<file path="config.mk">
export PLATFORM = sky130hd
export DESIGN_NAME = tpg_gpio_top
export DESIGN_NICKNAME = d
export VERILOG_FILES = /design/src/tpg_gpio_top.v /design/src/tpg_irq_det.v /design/src/tpg_pin_drv.v
export VERILOG_INCLUDE_DIRS = /design/src /design/src/src
export SDC_FILE = /design/constraint.sdc
export NUM_CORES = 1
export LEC_CHECK = 0
export ABC_AREA = 1
export BUFFER_PORTS_ARGS = -buffer_cell sky130_fd_sc_hd__buf_2
export CORE_MARGIN = 4
export CORE_UTILIZATION = 63
export DETAILED_ROUTE_END_ITERATION = 8
export MAX_ROUTING_LAYER = met4
export PLACE_DENSITY = 0.85
export SLEW_MARGIN = 10
export SYNTH_ARGS = -nofsm -noshare
export SYNTH_HDL_FRONTEND = slang
export SYNTH_SLANG_ARGS = --single-unit
</file>
<file path="constraint.sdc">
create_clock -name clk_i -period 3.5 [get_ports clk_i]
set_clock_uncertainty 0.1 [all_clocks]
set_input_delay 0.525 -clock clk_i [delete_from_list [all_inputs] [get_ports clk_i]]
set_output_delay 0.525 -clock clk_i [all_outputs]
set_load 0.005 [all_outputs]
</file>
<file path="src/tpg_gpio_defs.vh">
/*
  Constants of the two-port GPIO block: register byte offsets, reset values,
  pin counts, mode encodings and the quasi-bidirectional drive-high time.
  Assumes it is included by bare name from the design files of this block.
*/
`ifndef TPG_GPIO_DEFS_VH
`define TPG_GPIO_DEFS_VH

// pins per port
`define TPG_PA_PINS          16
`define TPG_PB_PINS          6

// port a register byte offsets
`define TPG_PORT_A_PIN_MODE_CTRL_OFS      12'h000
`define TPG_PORT_A_OUTPUT_VALUE_OFS      12'h008
`define TPG_PA_LEVEL_OFS     12'h010
`define TPG_PA_KIND_OFS      12'h018
`define TPG_PA_IRQ_EN_OFS    12'h01c
`define TPG_PA_FLAGS_OFS     12'h020
`define TPG_PA_PULLUP_OFS    12'h024

// port b register byte offsets
`define TPG_PORT_B_PIN_MODE_CTRL_OFS      12'h040
`define TPG_PORT_B_OUTPUT_VALUE_OFS      12'h048
`define TPG_PB_LEVEL_OFS     12'h050
`define TPG_PB_KIND_OFS      12'h058
`define TPG_PB_IRQ_EN_OFS    12'h05c
`define TPG_PB_FLAGS_OFS     12'h060
`define TPG_PB_PULLUP_OFS    12'h064

// single-bit alias areas, one word per pin
`define TPG_PA_ALIAS_OFS     12'h800
`define TPG_PB_ALIAS_OFS     12'h840
`define TPG_ALIAS_AREA_MASK  12'hfc0

// field positions
`define TPG_RH_EN_LSB        16

// reset values
`define TPG_PORT_A_OUTPUT_VALUE_RST      16'hffff
`define TPG_PORT_B_OUTPUT_VALUE_RST      6'h3f

// pin mode field encodings
`define TPG_MODE_INPUT       2'h0
`define TPG_MODE_PUSH_PULL   2'h1
`define TPG_MODE_OPEN_DRAIN  2'h2
`define TPG_MODE_QUASI       2'h3

// quasi mode active drive-high time, in clock cycles
`define TPG_QUASI_HI_CYC     2'h2

`endif

</file>
<file path="src/tpg_gpio_top.v">
/*
  Two-port GPIO block: port a with 16 pins, port b with 6 pins, mode and
  output registers, pin level readback, per-pin edge or level interrupts,
  wake-up arming and single-bit alias registers behind a classic Wishbone
  slave. Assumes pads outside resolve the enables and pull-ups, and that the
  interrupt controller and power manager consume the request and wake lines.
*/
// Implementation choice: the Wishbone slave port.
`timescale 1ns/10ps
`include "tpg_gpio_defs.vh"

// Overview of operation
// - two-bit field picks input, push-pull, open-drain, quasi
// - port b bits above pin 5 read zero
// - output bit sets driven level in driving modes
// - output registers reset to all ones
// - level register returns present pin levels
// - trigger bit picks edge or level detection
// - level mode with both enables gives nothing
// - rise or high enable at bit n+16
// - fall or low enable at bit n
// - any enable also arms pin wake-up
// - level mode interrupts while level matches enable
// - edge mode interrupts on enabled transitions
// - flags stick; writing one clears them
// - alias write copies bit 0 to output bit
// - alias read returns pin level in bit 0
// - alias writes ignore any output data mask
// - aliases for a0-a15 and b0-b5, word spaced
// - open-drain drives low, releases on one
// - quasi one drives a low pin high two cycles, then releases
// - input mode driver off, optional pull-up
module tpg_gpio_top (
  // clock and reset
  input  wire        clk_i,
  input  wire        rst_i,
  // wishbone slave
  input  wire        wb_cyc_i,
  input  wire        wb_stb_i,
  input  wire        wb_we_i,
  input  wire [11:2] wb_adr_i,
  input  wire [3:0]  wb_sel_i,
  input  wire [31:0] wb_dat_i,
  output reg  [31:0] wb_dat_o,
  output reg         wb_ack_o,
  // port a pads
  input  wire [15:0] port_a_level_reg_i,
  output wire [15:0] port_a_level_reg_o,
  output wire [15:0] port_a_level_reg_oe_n_o,
  output wire [15:0] pa_pull_en_o,
  output reg  [15:0] pa_wake_arm_o,
  output wire        pa_irq_o,
  // port b pads
  input  wire [5:0]  port_b_pin_level_i,
  output wire [5:0]  port_b_pin_level_o,
  output wire [5:0]  port_b_pin_level_oe_n_o,
  output wire [5:0]  pb_pull_en_o,
  output reg  [5:0]  pb_wake_arm_o,
  output wire        pb_irq_o
);

  localparam PA_W = `TPG_PA_PINS;
  localparam PB_W = `TPG_PB_PINS;

  // port a configuration
  reg  [2*PA_W-1:0] port_a_pin_mode_ctrl;
  reg  [PA_W-1:0]   port_a_output_value;
  reg  [PA_W-1:0]   pa_kind;
  reg  [PA_W-1:0]   pa_rh_en;
  reg  [PA_W-1:0]   pa_fl_en;
  reg  [PA_W-1:0]   pa_pull;
  // port b configuration
  reg  [2*PB_W-1:0] port_b_pin_mode_ctrl;
  reg  [PB_W-1:0]   port_b_output_value;
  reg  [PB_W-1:0]   pb_kind;
  reg  [PB_W-1:0]   pb_rh_en;
  reg  [PB_W-1:0]   pb_fl_en;
  reg  [PB_W-1:0]   pb_pull;
  // status from the detectors
  wire [PA_W-1:0]   pa_lvl;
  wire [PA_W-1:0]   pa_flags;
  wire [PB_W-1:0]   pb_lvl;
  wire [PB_W-1:0]   pb_flags;

  // bus decode: one access per request, ack drops the cycle after
  wire        take     = wb_cyc_i & wb_stb_i & ~wb_ack_o;
  wire        wr       = take & wb_we_i;
  wire [11:0] byte_adr = {wb_adr_i, 2'b00};
  wire [3:0]  pin_idx  = wb_adr_i[5:2];
  wire        pa_alias = (byte_adr & `TPG_ALIAS_AREA_MASK) == `TPG_PA_ALIAS_OFS;
  wire        pb_alias = ((byte_adr & `TPG_ALIAS_AREA_MASK) == `TPG_PB_ALIAS_OFS) &&
                         ({28'h0, pin_idx} < PB_W);
  wire [31:0] wmask    = {{8{wb_sel_i[3]}}, {8{wb_sel_i[2]}},
                          {8{wb_sel_i[1]}}, {8{wb_sel_i[0]}}};
  wire [31:0] wbits    = wb_dat_i & wmask;
  wire        alias_wr = wr & wb_sel_i[0];

  // write-one-to-clear strobes into the flag logic
  wire [PA_W-1:0] pa_clr = (wr && byte_adr == `TPG_PA_FLAGS_OFS) ? wbits[PA_W-1:0] :
                           {PA_W{1'b0}};
  wire [PB_W-1:0] pb_clr = (wr && byte_adr == `TPG_PB_FLAGS_OFS) ? wbits[PB_W-1:0] :
                           {PB_W{1'b0}};

  // byte-lane merge of a write into a stored word
  function [31:0] merge;
    input [31:0] old_v;
    input [31:0] new_v;
    input [31:0] mask;
    begin
      merge = (old_v & ~mask) | (new_v & mask);
    end
  endfunction

  // merged write values: each register keeps the lanes not selected and
  // takes only the bits it implements, so reserved bits never get stored
  wire [31:0] port_a_pin_mode_ctrl_m = merge(port_a_pin_mode_ctrl, wb_dat_i, wmask);
  wire [31:0] port_a_output_value_m = merge({16'h0, port_a_output_value}, wb_dat_i, wmask);
  wire [31:0] pa_kind_m = merge({16'h0, pa_kind}, wb_dat_i, wmask);
  wire [31:0] pa_en_m   = merge({pa_rh_en, pa_fl_en}, wb_dat_i, wmask);
  wire [31:0] pa_pull_m = merge({16'h0, pa_pull}, wb_dat_i, wmask);
  wire [31:0] port_b_pin_mode_ctrl_m = merge({20'h0, port_b_pin_mode_ctrl}, wb_dat_i, wmask);
  wire [31:0] port_b_output_value_m = merge({26'h0, port_b_output_value}, wb_dat_i, wmask);
  wire [31:0] pb_kind_m = merge({26'h0, pb_kind}, wb_dat_i, wmask);
  wire [31:0] pb_en_m   = merge({10'h0, pb_rh_en, 10'h0, pb_fl_en}, wb_dat_i, wmask);
  wire [31:0] pb_pull_m = merge({26'h0, pb_pull}, wb_dat_i, wmask);

  // port a register writes; an alias word moves one output bit only
  always @(posedge clk_i) begin
    if (rst_i) begin
      port_a_pin_mode_ctrl  <= {2*PA_W{1'b0}};
      port_a_output_value  <= `TPG_PORT_A_OUTPUT_VALUE_RST;
      pa_kind  <= {PA_W{1'b0}};
      pa_rh_en <= {PA_W{1'b0}};
      pa_fl_en <= {PA_W{1'b0}};
      pa_pull  <= {PA_W{1'b0}};
    end else if (wr) begin
      case (byte_adr)
        `TPG_PORT_A_PIN_MODE_CTRL_OFS: begin
          port_a_pin_mode_ctrl <= port_a_pin_mode_ctrl_m;
        end
        `TPG_PORT_A_OUTPUT_VALUE_OFS: begin
          port_a_output_value <= port_a_output_value_m[PA_W-1:0];
        end
        `TPG_PA_KIND_OFS: begin
          pa_kind <= pa_kind_m[PA_W-1:0];
        end
        `TPG_PA_IRQ_EN_OFS: begin
          pa_rh_en <= pa_en_m[`TPG_RH_EN_LSB+PA_W-1:`TPG_RH_EN_LSB];
          pa_fl_en <= pa_en_m[PA_W-1:0];
        end
        `TPG_PA_PULLUP_OFS: begin
          pa_pull <= pa_pull_m[PA_W-1:0];
        end
        default: begin
          // no output data mask exists, so the written bit lands whenever byte lane 0 is selected
          if (pa_alias && alias_wr)
            port_a_output_value[pin_idx] <= wb_dat_i[0];
        end
      endcase
    end
  end

  // port b register writes; only six pins exist, upper bits are dropped
  always @(posedge clk_i) begin
    if (rst_i) begin
      port_b_pin_mode_ctrl  <= {2*PB_W{1'b0}};
      port_b_output_value  <= `TPG_PORT_B_OUTPUT_VALUE_RST;
      pb_kind  <= {PB_W{1'b0}};
      pb_rh_en <= {PB_W{1'b0}};
      pb_fl_en <= {PB_W{1'b0}};
      pb_pull  <= {PB_W{1'b0}};
    end else if (wr) begin
      case (byte_adr)
        `TPG_PORT_B_PIN_MODE_CTRL_OFS: begin
          port_b_pin_mode_ctrl <= port_b_pin_mode_ctrl_m[2*PB_W-1:0];
        end
        `TPG_PORT_B_OUTPUT_VALUE_OFS: begin
          port_b_output_value <= port_b_output_value_m[PB_W-1:0];
        end
        `TPG_PB_KIND_OFS: begin
          pb_kind <= pb_kind_m[PB_W-1:0];
        end
        `TPG_PB_IRQ_EN_OFS: begin
          pb_rh_en <= pb_en_m[`TPG_RH_EN_LSB+PB_W-1:`TPG_RH_EN_LSB];
          pb_fl_en <= pb_en_m[PB_W-1:0];
        end
        `TPG_PB_PULLUP_OFS: begin
          pb_pull <= pb_pull_m[PB_W-1:0];
        end
        default: begin
          if (pb_alias && alias_wr)
            port_b_output_value[pin_idx[2:0]] <= wb_dat_i[0];
        end
      endcase
    end
  end

  // wake-up arming follows either enable of a pin; the power manager
  // needs no interrupt flag to wake, only the armed mask
  always @(posedge clk_i) begin
    if (rst_i) begin
      pa_wake_arm_o <= {PA_W{1'b0}};
      pb_wake_arm_o <= {PB_W{1'b0}};
    end else begin
      pa_wake_arm_o <= pa_rh_en | pa_fl_en;
      pb_wake_arm_o <= pb_rh_en | pb_fl_en;
    end
  end

  // read value of the addressed word; reserved and unmapped bits read zero,
  // and the level words show the synchronised copy of each pin
  reg  [31:0] next_rdata;
  always @* begin
    next_rdata = 32'h0;
    case (byte_adr)
      `TPG_PORT_A_PIN_MODE_CTRL_OFS: begin
        next_rdata = port_a_pin_mode_ctrl;
      end
      `TPG_PORT_A_OUTPUT_VALUE_OFS: begin
        next_rdata = {16'h0, port_a_output_value};
      end
      `TPG_PA_LEVEL_OFS: begin
        next_rdata = {16'h0, pa_lvl};
      end
      `TPG_PA_KIND_OFS: begin
        next_rdata = {16'h0, pa_kind};
      end
      `TPG_PA_IRQ_EN_OFS: begin
        next_rdata = {pa_rh_en, pa_fl_en};
      end
      `TPG_PA_FLAGS_OFS: begin
        next_rdata = {16'h0, pa_flags};
      end
      `TPG_PA_PULLUP_OFS: begin
        next_rdata = {16'h0, pa_pull};
      end
      `TPG_PORT_B_PIN_MODE_CTRL_OFS: begin
        next_rdata = {20'h0, port_b_pin_mode_ctrl};
      end
      `TPG_PORT_B_OUTPUT_VALUE_OFS: begin
        next_rdata = {26'h0, port_b_output_value};
      end
      `TPG_PB_LEVEL_OFS: begin
        next_rdata = {26'h0, pb_lvl};
      end
      `TPG_PB_KIND_OFS: begin
        next_rdata = {26'h0, pb_kind};
      end
      `TPG_PB_IRQ_EN_OFS: begin
        next_rdata = {10'h0, pb_rh_en, 10'h0, pb_fl_en};
      end
      `TPG_PB_FLAGS_OFS: begin
        next_rdata = {26'h0, pb_flags};
      end
      `TPG_PB_PULLUP_OFS: begin
        next_rdata = {26'h0, pb_pull};
      end
      default: begin
        if (pa_alias)
          next_rdata = {31'h0, pa_lvl[pin_idx]};
        else if (pb_alias)
          next_rdata = {31'h0, pb_lvl[pin_idx[2:0]]};
      end
    endcase
  end

  // ack one clock after the request; a request seen with ack high is not
  // taken again, so a master that holds its strobe gets one access every two clocks
  always @(posedge clk_i) begin
    if (rst_i) begin
      wb_ack_o <= 1'b0;
    end else begin
      wb_ack_o <= take;
    end
  end

  // read data is loaded with the ack and holds until the next read is taken
  always @(posedge clk_i) begin
    if (rst_i) begin
      wb_dat_o <= 32'h0;
    end else if (take && !wb_we_i) begin
      wb_dat_o <= next_rdata;
    end
  end

  // pad stages; the level fed back is the synchronised copy, so a quasi pin
  // judges its start level two clocks late, which the hold flag tolerates
  tpg_pin_drv #(
    .W (PA_W)
  ) u_tpg_pin_drv_a (
    .clk_i      (clk_i),
    .rst_i      (rst_i),
    .mode_i     (port_a_pin_mode_ctrl),
    .dout_i     (port_a_output_value),
    .pull_i     (pa_pull),
    .lvl_i      (pa_lvl),
    .pin_o      (port_a_level_reg_o),
    .pin_oe_n_o (port_a_level_reg_oe_n_o),
    .pull_en_o  (pa_pull_en_o)
  );

  tpg_pin_drv #(
    .W (PB_W)
  ) u_tpg_pin_drv_b (
    .clk_i      (clk_i),
    .rst_i      (rst_i),
    .mode_i     (port_b_pin_mode_ctrl),
    .dout_i     (port_b_output_value),
    .pull_i     (pb_pull),
    .lvl_i      (pb_lvl),
    .pin_o      (port_b_pin_level_o),
    .pin_oe_n_o (port_b_pin_level_oe_n_o),
    .pull_en_o  (pb_pull_en_o)
  );

  // interrupt detection per port; each also supplies the pin levels that
  // the level words, the alias reads and the quasi stages use
  tpg_irq_det #(
    .W (PA_W)
  ) u_tpg_irq_det_a (
    .clk_i   (clk_i),
    .rst_i   (rst_i),
    .pin_i   (port_a_level_reg_i),
    .kind_i  (pa_kind),
    .rh_en_i (pa_rh_en),
    .fl_en_i (pa_fl_en),
    .clr_i   (pa_clr),
    .lvl_o   (pa_lvl),
    .flags_o (pa_flags),
    .irq_o   (pa_irq_o)
  );

  tpg_irq_det #(
    .W (PB_W)
  ) u_tpg_irq_det_b (
    .clk_i   (clk_i),
    .rst_i   (rst_i),
    .pin_i   (port_b_pin_level_i),
    .kind_i  (pb_kind),
    .rh_en_i (pb_rh_en),
    .fl_en_i (pb_fl_en),
    .clr_i   (pb_clr),
    .lvl_o   (pb_lvl),
    .flags_o (pb_flags),
    .irq_o   (pb_irq_o)
  );

endmodule // tpg_gpio_top

</file>
<file path="src/tpg_irq_det.v">
/*
  Interrupt detection for one port: synchronises the pins, detects edges or
  levels per pin, keeps sticky source flags with write-one-to-clear, and
  raises one request while any flag is set. Assumes one clock for all inputs.
*/
`timescale 1ns/10ps
`include "tpg_gpio_defs.vh"

module tpg_irq_det #(
  parameter W = 16
) (
  // clock and reset
  input  wire         clk_i,
  input  wire         rst_i,
  // raw pins and configuration
  input  wire [W-1:0] pin_i,
  input  wire [W-1:0] kind_i,
  input  wire [W-1:0] rh_en_i,
  input  wire [W-1:0] fl_en_i,
  input  wire [W-1:0] clr_i,
  // status
  output reg  [W-1:0] lvl_o,
  output reg  [W-1:0] flags_o,
  output reg          irq_o
);

  reg  [W-1:0] sync1;
  reg  [W-1:0] prev;
  reg  [1:0]   warm;
  wire         armed = (warm == 2'h3);
  // both level enables together cancel each other in level mode
  wire [W-1:0] lvl_set  = kind_i & ((rh_en_i & ~fl_en_i & lvl_o) |
                                    (fl_en_i & ~rh_en_i & ~lvl_o));
  wire [W-1:0] edge_set = ~kind_i & ((rh_en_i & lvl_o & ~prev) |
                                     (fl_en_i & ~lvl_o & prev));
  wire [W-1:0] set      = armed ? (lvl_set | edge_set) : {W{1'b0}};
  // set wins over a clear arriving in the same cycle
  wire [W-1:0] next_flags = (flags_o & ~clr_i) | set;

  // synchroniser, edge history and sticky flags
  always @(posedge clk_i) begin
    if (rst_i) begin
      sync1   <= {W{1'b0}};
      lvl_o   <= {W{1'b0}};
      prev    <= {W{1'b0}};
      warm    <= 2'h0;
      flags_o <= {W{1'b0}};
      irq_o   <= 1'b0;
    end else begin
      sync1   <= pin_i;
      lvl_o   <= sync1;
      prev    <= lvl_o;
      if (!armed)
        warm <= warm + 2'h1;  // no false edge while history fills
      flags_o <= next_flags;
      irq_o   <= |next_flags;
    end
  end

endmodule // tpg_irq_det

</file>
<file path="src/tpg_pin_drv.v">
/*
  Per-pin output stage for one port: turns the mode field and output bit of
  each pin into a registered pad level, active-low output enable and pull-up
  enable. Assumes the pad sums enables and pull-ups outside this block.
*/
`timescale 1ns/10ps
`include "tpg_gpio_defs.vh"

module tpg_pin_drv #(
  parameter W = 16
) (
  // clock and reset
  input  wire           clk_i,
  input  wire           rst_i,
  // configuration and pin level
  input  wire [2*W-1:0] mode_i,
  input  wire [W-1:0]   dout_i,
  input  wire [W-1:0]   pull_i,
  input  wire [W-1:0]   lvl_i,
  // pad controls
  output wire [W-1:0]   pin_o,
  output wire [W-1:0]   pin_oe_n_o,
  output wire [W-1:0]   pull_en_o
);

  genvar i;
  generate
    for (i = 0; i < W; i = i + 1) begin : g_pin
      reg  [1:0] hi_cnt;
      reg        q_hold;
      reg        o_q;
      reg        oe_n_q;
      reg        pu_q;
      wire [1:0] m       = mode_i[2*i+1:2*i];
      wire       q_one   = (m == `TPG_MODE_QUASI) & dout_i[i];
      // a low pin seen when quasi-one begins gets a short push high
      wire       q_start = q_one & ~q_hold & ~lvl_i[i];
      wire       q_hi    = q_start | (hi_cnt != 2'h0);

      assign pin_o[i]      = o_q;
      assign pin_oe_n_o[i] = oe_n_q;
      assign pull_en_o[i]  = pu_q;

      // registered pad drive, driver off out of reset
      always @(posedge clk_i) begin
        if (rst_i) begin
          hi_cnt <= 2'h0;
          q_hold <= 1'b0;
          o_q    <= 1'b0;
          oe_n_q <= 1'b1;
          pu_q   <= 1'b0;
        end else begin
          q_hold <= q_one;
          if (!q_one)
            hi_cnt <= 2'h0;
          else if (q_start)
            hi_cnt <= `TPG_QUASI_HI_CYC - 2'h1;
          else if (hi_cnt != 2'h0)
            hi_cnt <= hi_cnt - 2'h1;
          case (m)
            `TPG_MODE_PUSH_PULL: begin
              o_q    <= dout_i[i];
              oe_n_q <= 1'b0;
              pu_q   <= 1'b0;
            end
            `TPG_MODE_OPEN_DRAIN: begin
              o_q    <= 1'b0;
              oe_n_q <= dout_i[i];
              pu_q   <= 1'b0;
            end
            `TPG_MODE_QUASI: begin
              o_q    <= dout_i[i];
              oe_n_q <= dout_i[i] & ~q_hi;
              pu_q   <= 1'b1;
            end
            default: begin
              o_q    <= 1'b0;
              oe_n_q <= 1'b1;
              pu_q   <= pull_i[i];
            end
          endcase
        end
      end
    end
  endgenerate

endmodule // tpg_pin_drv
</file>
==> metrics.md, run 1 <==
| Metric | Value |
|---|---|
| Slew Limit Headroom | `0.415` |
| Setup WS pre-CTS | `0.461 ns` |
| Worst-skew pair later-pin latency | `0.54 ns` |
| Period minus WS final | `2.61 ns` |
| Setup crit end kind | `register` |
| DR vias | `18.4k` |
| Total gr overflow | `0` |
| Clk sinks | `435` |
| H-tree levels | `2` |
| # setup viols final | `0` |
| Initial antenna violation count | `3` |
| Post-synth EDFFs | `0` |
| Crit path DAT | `2.97 ns` |
| Pwr per Cell Area | `486 nW/um2` |
| Ys flop type | `dfxtp_1` |
| RSZ-0062 raised after global routing | `false` |
| Row count | `62` |
| # DRC | `0` |
| Switching Fraction | `0.226` |
| Vias per inst | `5.94` |
| DRT antenna net count | `0` |
| Max Root-Sink Buffers | `3` |
| Final WS setup | `0.894 ns` |
| Largest net degree at the start of global routing | `103` |
| CTS tree | `built` |
| Worst slew pin tran | `0.877 ns` |
| Clock group share of total power | `0.466` |
| Total track usage | `0.389` |
| Clock buffer count from CTS | `43` |
| Sw Pwr | `2.31 mW` |
| Final setup TNS | `0 ns` |
| Crit Path Max Fanout | `16` |
| Cell taking the most area after synthesis | `dfxtp_1` |
| Met1 GRT Util | `0.479` |
| Clk root buf | `clkbuf_16` |
| Sequential share of power | `0.493` |
| Layout cells sized above 1 | `0.124` |
| Cell Int Power | `7.91 mW` |
| Status | `completed` |
| Die extent in y | `180 um` |
| Hold Worst Slack | `0.0860 ns` |
| Average size of a mapped cell | `7.32 um2` |
| Post-CTS setup buffers | `0` |
| Chip width | `180 um` |
| Synth Register Bits | `435` |
| Max VDD drop | `0.422 mV` |
| Core area | `29000 um2` |
| Critical path startpoint category | `register` |
| DRT Pass-1 Iters | `6` |
| Worst-path clk slew | `0.06 ns` |
| Pleak | `8.83 nW` |
| Net count, final | `2773` |
| Period Utilization, post-route | `0.744` |
| Initial Util | `0.646` |
| DIE AREA | `32600 um2` |
| Placer Congestion | `1.04` |
| Setup CP Type | `register to register` |
| Hold Fails Final Rpt | `0` |
| Syn-to-layout area delta | `12.3%` |
| Syn_nets | `2657` |
| I/O Buffers | `195` |
| PostCTS Resize Cnt | `0` |
| Max_cap viols | `0` |
| Peak Freq | `0.384 GHz` |
| Sequential area share after synthesis | `0.465` |
| Most frequent cells after synthesis | `dfxtp_1 (435), nand2_1 (435), nor2_1 (331), inv_1 (330), a21oi_1 (298)` |
| GR Util met3 | `0.0832` |
| Overall power | `10.2 mW` |
| Vias in the first global route | `17.4k` |
| Ys Warns | `0` |
| GRT Max-Usage Layer | `met2` |
| Cell Area, Synth | `18700 um2` |
| Worst EP required | `3.86 ns` |
| Fraction of registers with async set or reset after synthesis | `0` |
| Distinct cells, synth | `41` |
| Hold buffers post-CTS | `0` |
| Synth area leaders | `dfxtp_1 (46%), nand2_1 (8.7%), a21oi_1 (8.0%), nor2_1 (6.6%), inv_1 (6.6%)` |
| Cells after synthesis | `2560` |
| Max-slew violations | `0` |
| Routed length per instance | `20.9 um` |
| Final WL | `64.8 mm` |
| Initial DRC Count | `2355` |
| Ports | `196` |
| Hpwl dp | `47.8 mm` |
| Min-Delay Path Class | `input port to register` |
| Met2 global-route usage | `0.620` |
| Share of the synthesized area in the top cell type | `0.465` |
| First-pass GRT wire length | `97.6 mm` |
| Comb power frac | `0.042` |
==> final timing paths <==
path | startpoint | depth (start not counted) | slack (ns) | endpoint
setup / recovery | wb_ack_o$_SDFF_PP0_ | 7 | 0.89 | register
hold / removal | port_b_pin_level_i[0] | 3 | 0.09 | u_tpg_irq_det_b.sync1[0]$_SDFF_PP0_
setup reg to reg | wb_ack_o$_SDFF_PP0_ | 7 | 0.89 | register
hold reg to reg | u_tpg_irq_det_a.sync1[1]$_SDFF_PP0_ | 2 | 0.31 | u_tpg_irq_det_a.lvl_o[1]$_SDFF_PP0_
==> layout make-up <==
class | count | area (um2)
sequential | 435 | 8710
clock inverter | 15 | 190
antenna | 4 | 10.0
fill | 2267 | 7970
timing repair buffer | 226 | 1240
tap | 384 | 480
multi-input combinational | 1628 | 7870
clock buffer | 63 | 1260
inverter | 342 | 1280
==> cells by family (layout without fill, tap and decap cells) <==
group | count (synthesis) | after routing | share of synthesized area
AOI/OAI and AO/OA | 656 | 656 | 0.191
xor gates and xnor gates | 4 | 4 | 0.00187
adders and majority gates | 24 | 24 | 0.0160
buffers and inverters | 497 | 646 | 0.115
DFF | 435 | 435 | 0.465
other | 0 | 4 | 0
and+or+nand+nor | 944 | 944 | 0.210
==> worst max-delay path, cell delays in order, from the launching register on <==
cell and delay, ns:
dfxtp_1 0.31, nor2_1 0.14, nand3_1 0.36, nor2_1 0.29, inv_1 0.29, nor2_2 0.68
o21ai_0 0.20, a21oi_1 0.16
==> placed cells by master (no fill, tap or decap), types with 5 or more instances in the layout <==
master,n
a2111oi_0,10
a211oi_1,37
a21oi_1,298
a22oi_1,5
a31oi_1,5
buf_2,194
buf_4,29
clkbuf_1,11
clkbuf_16,45
clkbuf_8,8
clkinv_2,6
dfxtp_1,435
ha_1,24
inv_1,330
inv_2,11
nand2_1,435
nand2_2,6
nand3_1,57
nand3b_1,10
nand4_1,12
nor2_1,330
nor2_2,14
nor2_4,5
nor3_1,40
nor4_1,28
o211ai_1,19
o21ai_0,217
o21ai_1,13
o221ai_1,8
o22ai_1,34
==> metal layers <==
layer,up-vias,wire length [um],share of wire
met2,1157,29400,0.45
met5,-,0,0
li1,8569,-,-
met1,8427,24700,0.38
met3,234,7060,0.11
met4,0,3640,0.056
==> power groups by stage <==
| stage | combinational (mW) | sequential [mW] | clock [mW] |
|---|---|---|---|
| floorplan | 0.228 | 5.12 | 0 |
| global placement | 0.403 | 5.14 | 0 |
| detailed placement | 0.409 | 5.14 | 0 |
| CTS | 0.412 | 5.03 | 4.76 |
| global route | 0.455 | 5.03 | 4.97 |
| finish | 0.425 | 5.04 | 4.76 |
==> through the flow <==
stage	instances	util	area [um2]
final	3097	0.725	21000
after global routing	3096	0.725	21000
after CTS	3093	0.725	21000
after detailed placement	3015	0.675	19600
after global placement	3015	0.675	19600
after floorplan	2560	-	18700
No activity file was read; power rests on OpenSTA's default activity.
==> inputs of run 2 (changes only) <==
--- a/config.mk
+++ b/config.mk
@@ -9,10 +9,10 @@
 export ABC_AREA = 1
 export BUFFER_PORTS_ARGS = -buffer_cell sky130_fd_sc_hd__buf_2
 export CORE_MARGIN = 4
-export CORE_UTILIZATION = 63
+export CORE_UTILIZATION = 59
 export DETAILED_ROUTE_END_ITERATION = 8
 export MAX_ROUTING_LAYER = met4
-export PLACE_DENSITY = 0.85
+export PLACE_DENSITY = 0.8
 export SLEW_MARGIN = 10
 export SYNTH_ARGS = -nofsm -noshare
 export SYNTH_HDL_FRONTEND = slang
==> constraint.sdc (replaced) <==
create_clock -name clk_i -period 2.7 [get_ports clk_i]
set_clock_uncertainty 0.1 [all_clocks]
set_input_delay 0.405 -clock clk_i [delete_from_list [all_inputs] [get_ports clk_i]]
set_output_delay 0.405 -clock clk_i [all_outputs]
set_load 0.005 [all_outputs]
==> metrics.md, run 2 (same netlist as run 1, synthesis figures left out) <==
| Metric | Value |
|---|---|
| Status | `completed` |
| Max-slew violations | `0` |
| H-tree levels | `2` |
| Post-layout util | `0.699` |
| Clock group share of total power | `0.462` |
| Worst slew pin tran | `0.729 ns` |
| Sw Pwr | `3.09 mW` |
| Crit path DAT | `2.60 ns` |
| Row count | `64` |
| Final WL | `65.2 mm` |
| Hold Fails Final Rpt | `0` |
| Total gr overflow | `0` |
| Period minus WS final | `2.27 ns` |
| Worst EP required | `3.03 ns` |
| Routed length per instance | `20.5 um` |
| Core area | `31000 um2` |
| Initial DRC Count | `2198` |
| Worst-path clk slew | `0.06 ns` |
| Period Utilization, post-route | `0.841` |
| Clock buffer count from CTS | `44` |
| Sequential share of power | `0.492` |
| DIE AREA | `34700 um2` |
| R2r setup slk | `0.43 ns` |
| PostCTS Resize Cnt | `0` |
| Cell Int Power | `10.2 mW` |
| Vias per inst | `5.86` |
| Most frequent cells in the layout | `nand2_1 (435), dfxtp_1 (435), inv_1 (330), nor2_1 (330), a21oi_1 (298)` |
| Clk sinks | `435` |
| Initial antenna violation count | `2` |
| Crit Path Max Fanout | `10` |
| Initial Util | `0.604` |
| Ports | `196` |
| Clk root buf | `clkbuf_16` |
| Switching Fraction | `0.233` |
| Placer Congestion | `1.03` |
| Pleak | `9.15 nW` |
| Peak Freq | `0.441 GHz` |
| Setup crit end kind | `register` |
| Min-Delay Path Class | `input port to register` |
| I/O Buffers | `195` |
| Comb power frac | `0.046` |
| DRT antenna net count | `0` |
| Largest net degree at the start of global routing | `60` |
| Total track usage | `0.381` |
| Slew Limit Headroom | `0.511` |
| Hpwl dp | `48.7 mm` |
| Layout cells sized above 1 | `0.140` |
| RSZ-0062 raised after global routing | `false` |
| Net count, final | `2838` |
| Max_cap viols | `0` |
| CTS tree | `built` |
| Setup CP Type | `register to register` |
| Max VDD drop | `0.571 mV` |
| Critical path startpoint category | `register` |
| Final setup TNS | `0 ns` |
| Die extent in y | `186 um` |
| DRT Pass-1 Iters | `6` |
| # DRC | `0` |
| Max Root-Sink Buffers | `3` |
| Overall power | `13.3 mW` |
| Syn-to-layout area delta | `15.6%` |
| Hold Worst Slack | `0.0433 ns` |
| # setup viols final | `0` |
| Worst-skew pair later-pin latency | `0.55 ns` |
| First-pass GRT wire length | `99.3 mm` |
| DR vias | `18.6k` |
| Pwr per Cell Area | `613 nW/um2` |
| Vias in the first global route | `17.6k` |
| Chip width | `186 um` |
run 2: cell count changes in the layout (fill, tap and decap cells not counted), sizes merged:
cell / delta
clkinvlp: +2
clkbuf: -8
clkinv: +10
diode: -1
dlygate4sd3: +22
buf: +42
bufinv: -1
run 2: worst paths after layout:
kind / startpoint / endpoint / depth (start not counted)
worst min-delay path: wb_cyc_i / wb_ack_o$_SDFF_PP0_ / 3
worst min register to register: u_tpg_irq_det_b.sync1[3]$_SDFF_PP0_ / u_tpg_irq_det_b.lvl_o[3]$_SDFF_PP0_ / 2
worst max-delay path: u_tpg_irq_det_a.warm[0]$_SDFFE_PP0N_ / u_tpg_irq_det_a.irq_o$_SDFF_PP0_ / 10
worst max register to register: u_tpg_irq_det_a.warm[0]$_SDFFE_PP0N_ / u_tpg_irq_det_a.irq_o$_SDFF_PP0_ / 10
run 2: stage by stage:
stage	worst slack, ns	cells	cell area, um2
final	0.431	3175	21700
after global routing	0.300	3174	21700
after global placement	0.0116	3069	20000
after floorplan	0.715	2560	18700
after CTS	0.437	3172	21700
after detailed placement	-0.0494	3069	20000
run 2: timing repair:
item                      CTS  global route
hold buffers               22             0
hold endpoints to repair   22             0
buffers inserted            0             0
run 2: layout make-up:
type | count | area, um2
multi-input cells | 1628 | 7870
clock inverters | 26 | 236
clock buffers | 55 | 1220
inverters | 342 | 1280
fillers | 2555 | 9330
repair buffers | 290 | 1840
well taps | 396 | 495
diodes | 3 | 7.51
flip-flops and latches | 435 | 8710
run 2: per-layer routing:
metal	track usage	vias to the layer above	routed length, um
li1	-	8697	-
met5	-	-	0
met3	0.0638	232	6190
met2	0.592	1035	29200
met4	0.181	0	3750
met1	0.485	8649	26100
run 2: critical path, cell delays in order (launching register included):
cell,delay (ns)
dfxtp_1,0.32
ha_1,0.31
inv_1,0.27
buf_4,0.29
a21oi_1,0.05
o21ai_0,0.12
nand2_1,0.09
nor2_1,0.20
nand2_1,0.09
nor2_1,0.21
a21oi_1,0.10
run 2: power by group through the flow:
| stage | sequential [mW] | combinational [mW] | clock [mW] |
|---|---|---|---|
| global placement | 6.67 | 0.551 | 0 |
| CTS | 6.53 | 0.589 | 6.16 |
| floorplan | 6.64 | 0.296 | 0 |
| finish | 6.53 | 0.608 | 6.13 |
| global route | 6.53 | 0.656 | 6.45 |
| detailed placement | 6.67 | 0.561 | 0 |
==> inputs of run 3 (changes only) <==
==> constraint.sdc (replaced) <==
create_clock -name clk_i -period 2.1 [get_ports clk_i]
set_clock_uncertainty 0.1 [all_clocks]
set_input_delay 0.315 -clock clk_i [delete_from_list [all_inputs] [get_ports clk_i]]
set_output_delay 0.315 -clock clk_i [all_outputs]
set_load 0.005 [all_outputs]
==> metrics.md, run 3 (same netlist as run 1, synthesis figures left out) <==
| Metric | Value |
|---|---|
| Status | `completed` |
| Layout cells sized above 1 | `0.167` |
| # DRC | `0` |
| Clock group share of total power | `0.447` |
| # setup viols final | `0` |
| Peak Freq | `0.507 GHz` |
| Worst-skew pair later-pin latency | `0.54 ns` |
| Setup crit end kind | `register` |
| Initial Util | `0.604` |
| Core area | `31000 um2` |
| FF/Latch Area | `8710 um2` |
| Slew Limit Headroom | `0.549` |
| Overall power | `16.8 mW` |
| Max Root-Sink Buffers | `3` |
| Pleak | `9.69 nW` |
| Clk sinks | `435` |
| Initial DRC Count | `2208` |
| Clock buffer count from CTS | `43` |
| Post-Layout Cell Count | `3280` |
| Worst EP required | `2.38 ns` |
| Comb power frac | `0.052` |
| Critical path startpoint category | `register` |
| Final WL | `68.2 mm` |
| H-tree levels | `2` |
| Net count, final | `2950` |
| Final setup TNS | `0 ns` |
| Chip width | `186 um` |
| Period Utilization, post-route | `0.939` |
| Crit Path Max Fanout | `12` |
| Min-Delay Path Class | `input port to register` |
| First-pass GRT wire length | `102 mm` |
| Inst Count DP | `3169` |
| Cell Int Power | `13.0 mW` |
| Hpwl dp | `51.1 mm` |
| Total track usage | `0.392` |
| Most common cell after layout, fill and taps aside | `dfxtp_1` |
| Period minus WS final | `1.97 ns` |
| Hold Fails Final Rpt | `0` |
| Fill cell count | `2427` |
| Worst slew pin tran | `0.670 ns` |
| Placer Congestion | `1.05` |
| RSZ-0062 raised after global routing | `false` |
| Max_cap viols | `0` |
| DIE AREA | `34700 um2` |
| I/O Buffers | `195` |
| Ports | `196` |
| Largest net degree at the start of global routing | `57` |
| Max-slew violations | `0` |
| Sequential share of power | `0.500` |
| Routed length per instance | `20.8 um` |
| Syn-to-layout area delta | `20.6%` |
| Max VDD drop | `0.679 mV` |
| Pwr per Cell Area | `743 nW/um2` |
| Clk root buf | `clkbuf_16` |
| CTS tree | `built` |
| Multi-input gate area | `7880 um2` |
| Hold Worst Slack | `0.00595 ns` |
| Vias in the first global route | `18.1k` |
| Sw Pwr | `3.78 mW` |
| DRT antenna net count | `0` |
| Die extent in y | `186 um` |
| Vias per inst | `5.81` |
| Row count | `64` |
| Total gr overflow | `0` |
| Switching Fraction | `0.225` |
| DR vias | `19.1k` |
| Initial antenna violation count | `1` |
| Setup CP Type | `register to register` |
| Crit path DAT | `2.25 ns` |
| Worst-path clk slew | `0.06 ns` |
| Most frequent cells in the layout | `dfxtp_1 (435), nand2_1 (434), inv_1 (328), nor2_1 (328), a21oi_1 (296)` |
| DRT Pass-1 Iters | `5` |
==> run 3: cell types whose count changed in the layout (fill, tap and decap cells not counted), moves of 3 or more <==
cell           change
clkbuf_1           +8
clkinvlp_4         -3
dlygate4sd3_1     +13
clkinv_4           -3
buf_12            +11
o21ai_1            +4
clkinv_2          -10
o21ai_0            -4
buf_4             +89
clkbuf_8           +4
==> run 3: path summary, 6_finish.rpt <==
kind | start | end | slack (ns) | cells after the start
worst min-delay path | wb_dat_i[23] | register | 0.006 | 3
worst max-delay path | wb_ack_o$_SDFF_PP0_ | register | 0.13 | 11
worst min register to register | u_tpg_irq_det_a.sync1[1]$_SDFF_PP0_ | u_tpg_irq_det_a.lvl_o[1]$_SDFF_PP0_ | 0.30 | 2
worst max register to register | wb_ack_o$_SDFF_PP0_ | register | 0.13 | 11
==> run 3: repair_timing <==
action | 4_1_cts | 5_1_grt
hold endpoints to repair | 40 | 0
endpoints found under the setup margin | 0 | 47
buffers inserted | 0 | 0
hold buffers | 35 | 0
resized for setup | 0 | 11
==> run 3: layout make-up <==
| class | count | share of cell area |
|---|---|---|
| sequential | 435 | 0.385 |
| clock inverter | 8 | 0.00438 |
| tap | 396 | 0.0219 |
| clock buffer | 65 | 0.0557 |
| antenna | 3 | 0.000332 |
| multi-input combinational | 1628 | 0.349 |
| inverter | 342 | 0.0568 |
| timing repair buffer | 403 | 0.127 |
==> run 3: critical path, cell delays in order (launching register included) <==
cell     delay (ns)
dfxtp_1        0.31
nor2_1         0.16
nand3_1        0.14
buf_4          0.24
nor2_2         0.14
nand4_1        0.13
nand2_1        0.10
nand2_2        0.10
a21oi_2        0.14
nand2_1        0.07
nand2_1        0.06
nand3_1        0.11
==> run 3: power by group through the flow <==
| stage | combinational [mW] | sequential [mW] | clock [mW] |
|---|---|---|---|
| final | 0.877 | 8.40 | 7.50 |
| after global placement | 0.774 | 8.57 | 0 |
| after floorplan | 0.380 | 8.54 | 0 |
| after CTS | 0.844 | 8.39 | 7.52 |
| after global routing | 0.929 | 8.39 | 7.93 |
| after detailed placement | 0.787 | 8.57 | 0 |
==> run 3: metal layers <==
layer | vias to the layer above | wire length [um] | global-route usage
met5 | - | 0 | -
met2 | 1099 | 31100 | 0.619
met3 | 223 | 6450 | 0.0624
met1 | 8812 | 27000 | 0.497
li1 | 8926 | - | -
met4 | 0 | 3630 | 0.180
==> run 3: stage by stage <==
stage / instance area [um2] / worst slack, ns / util
after floorplan: 18700 / 0.205 / -
after CTS: 22600 / 0.00690 / 0.728
after global routing: 22600 / 0.0157 / 0.729
after global placement: 20900 / -0.179 / 0.673
final: 22600 / 0.128 / 0.729
after detailed placement: 20900 / -0.194 / 0.673
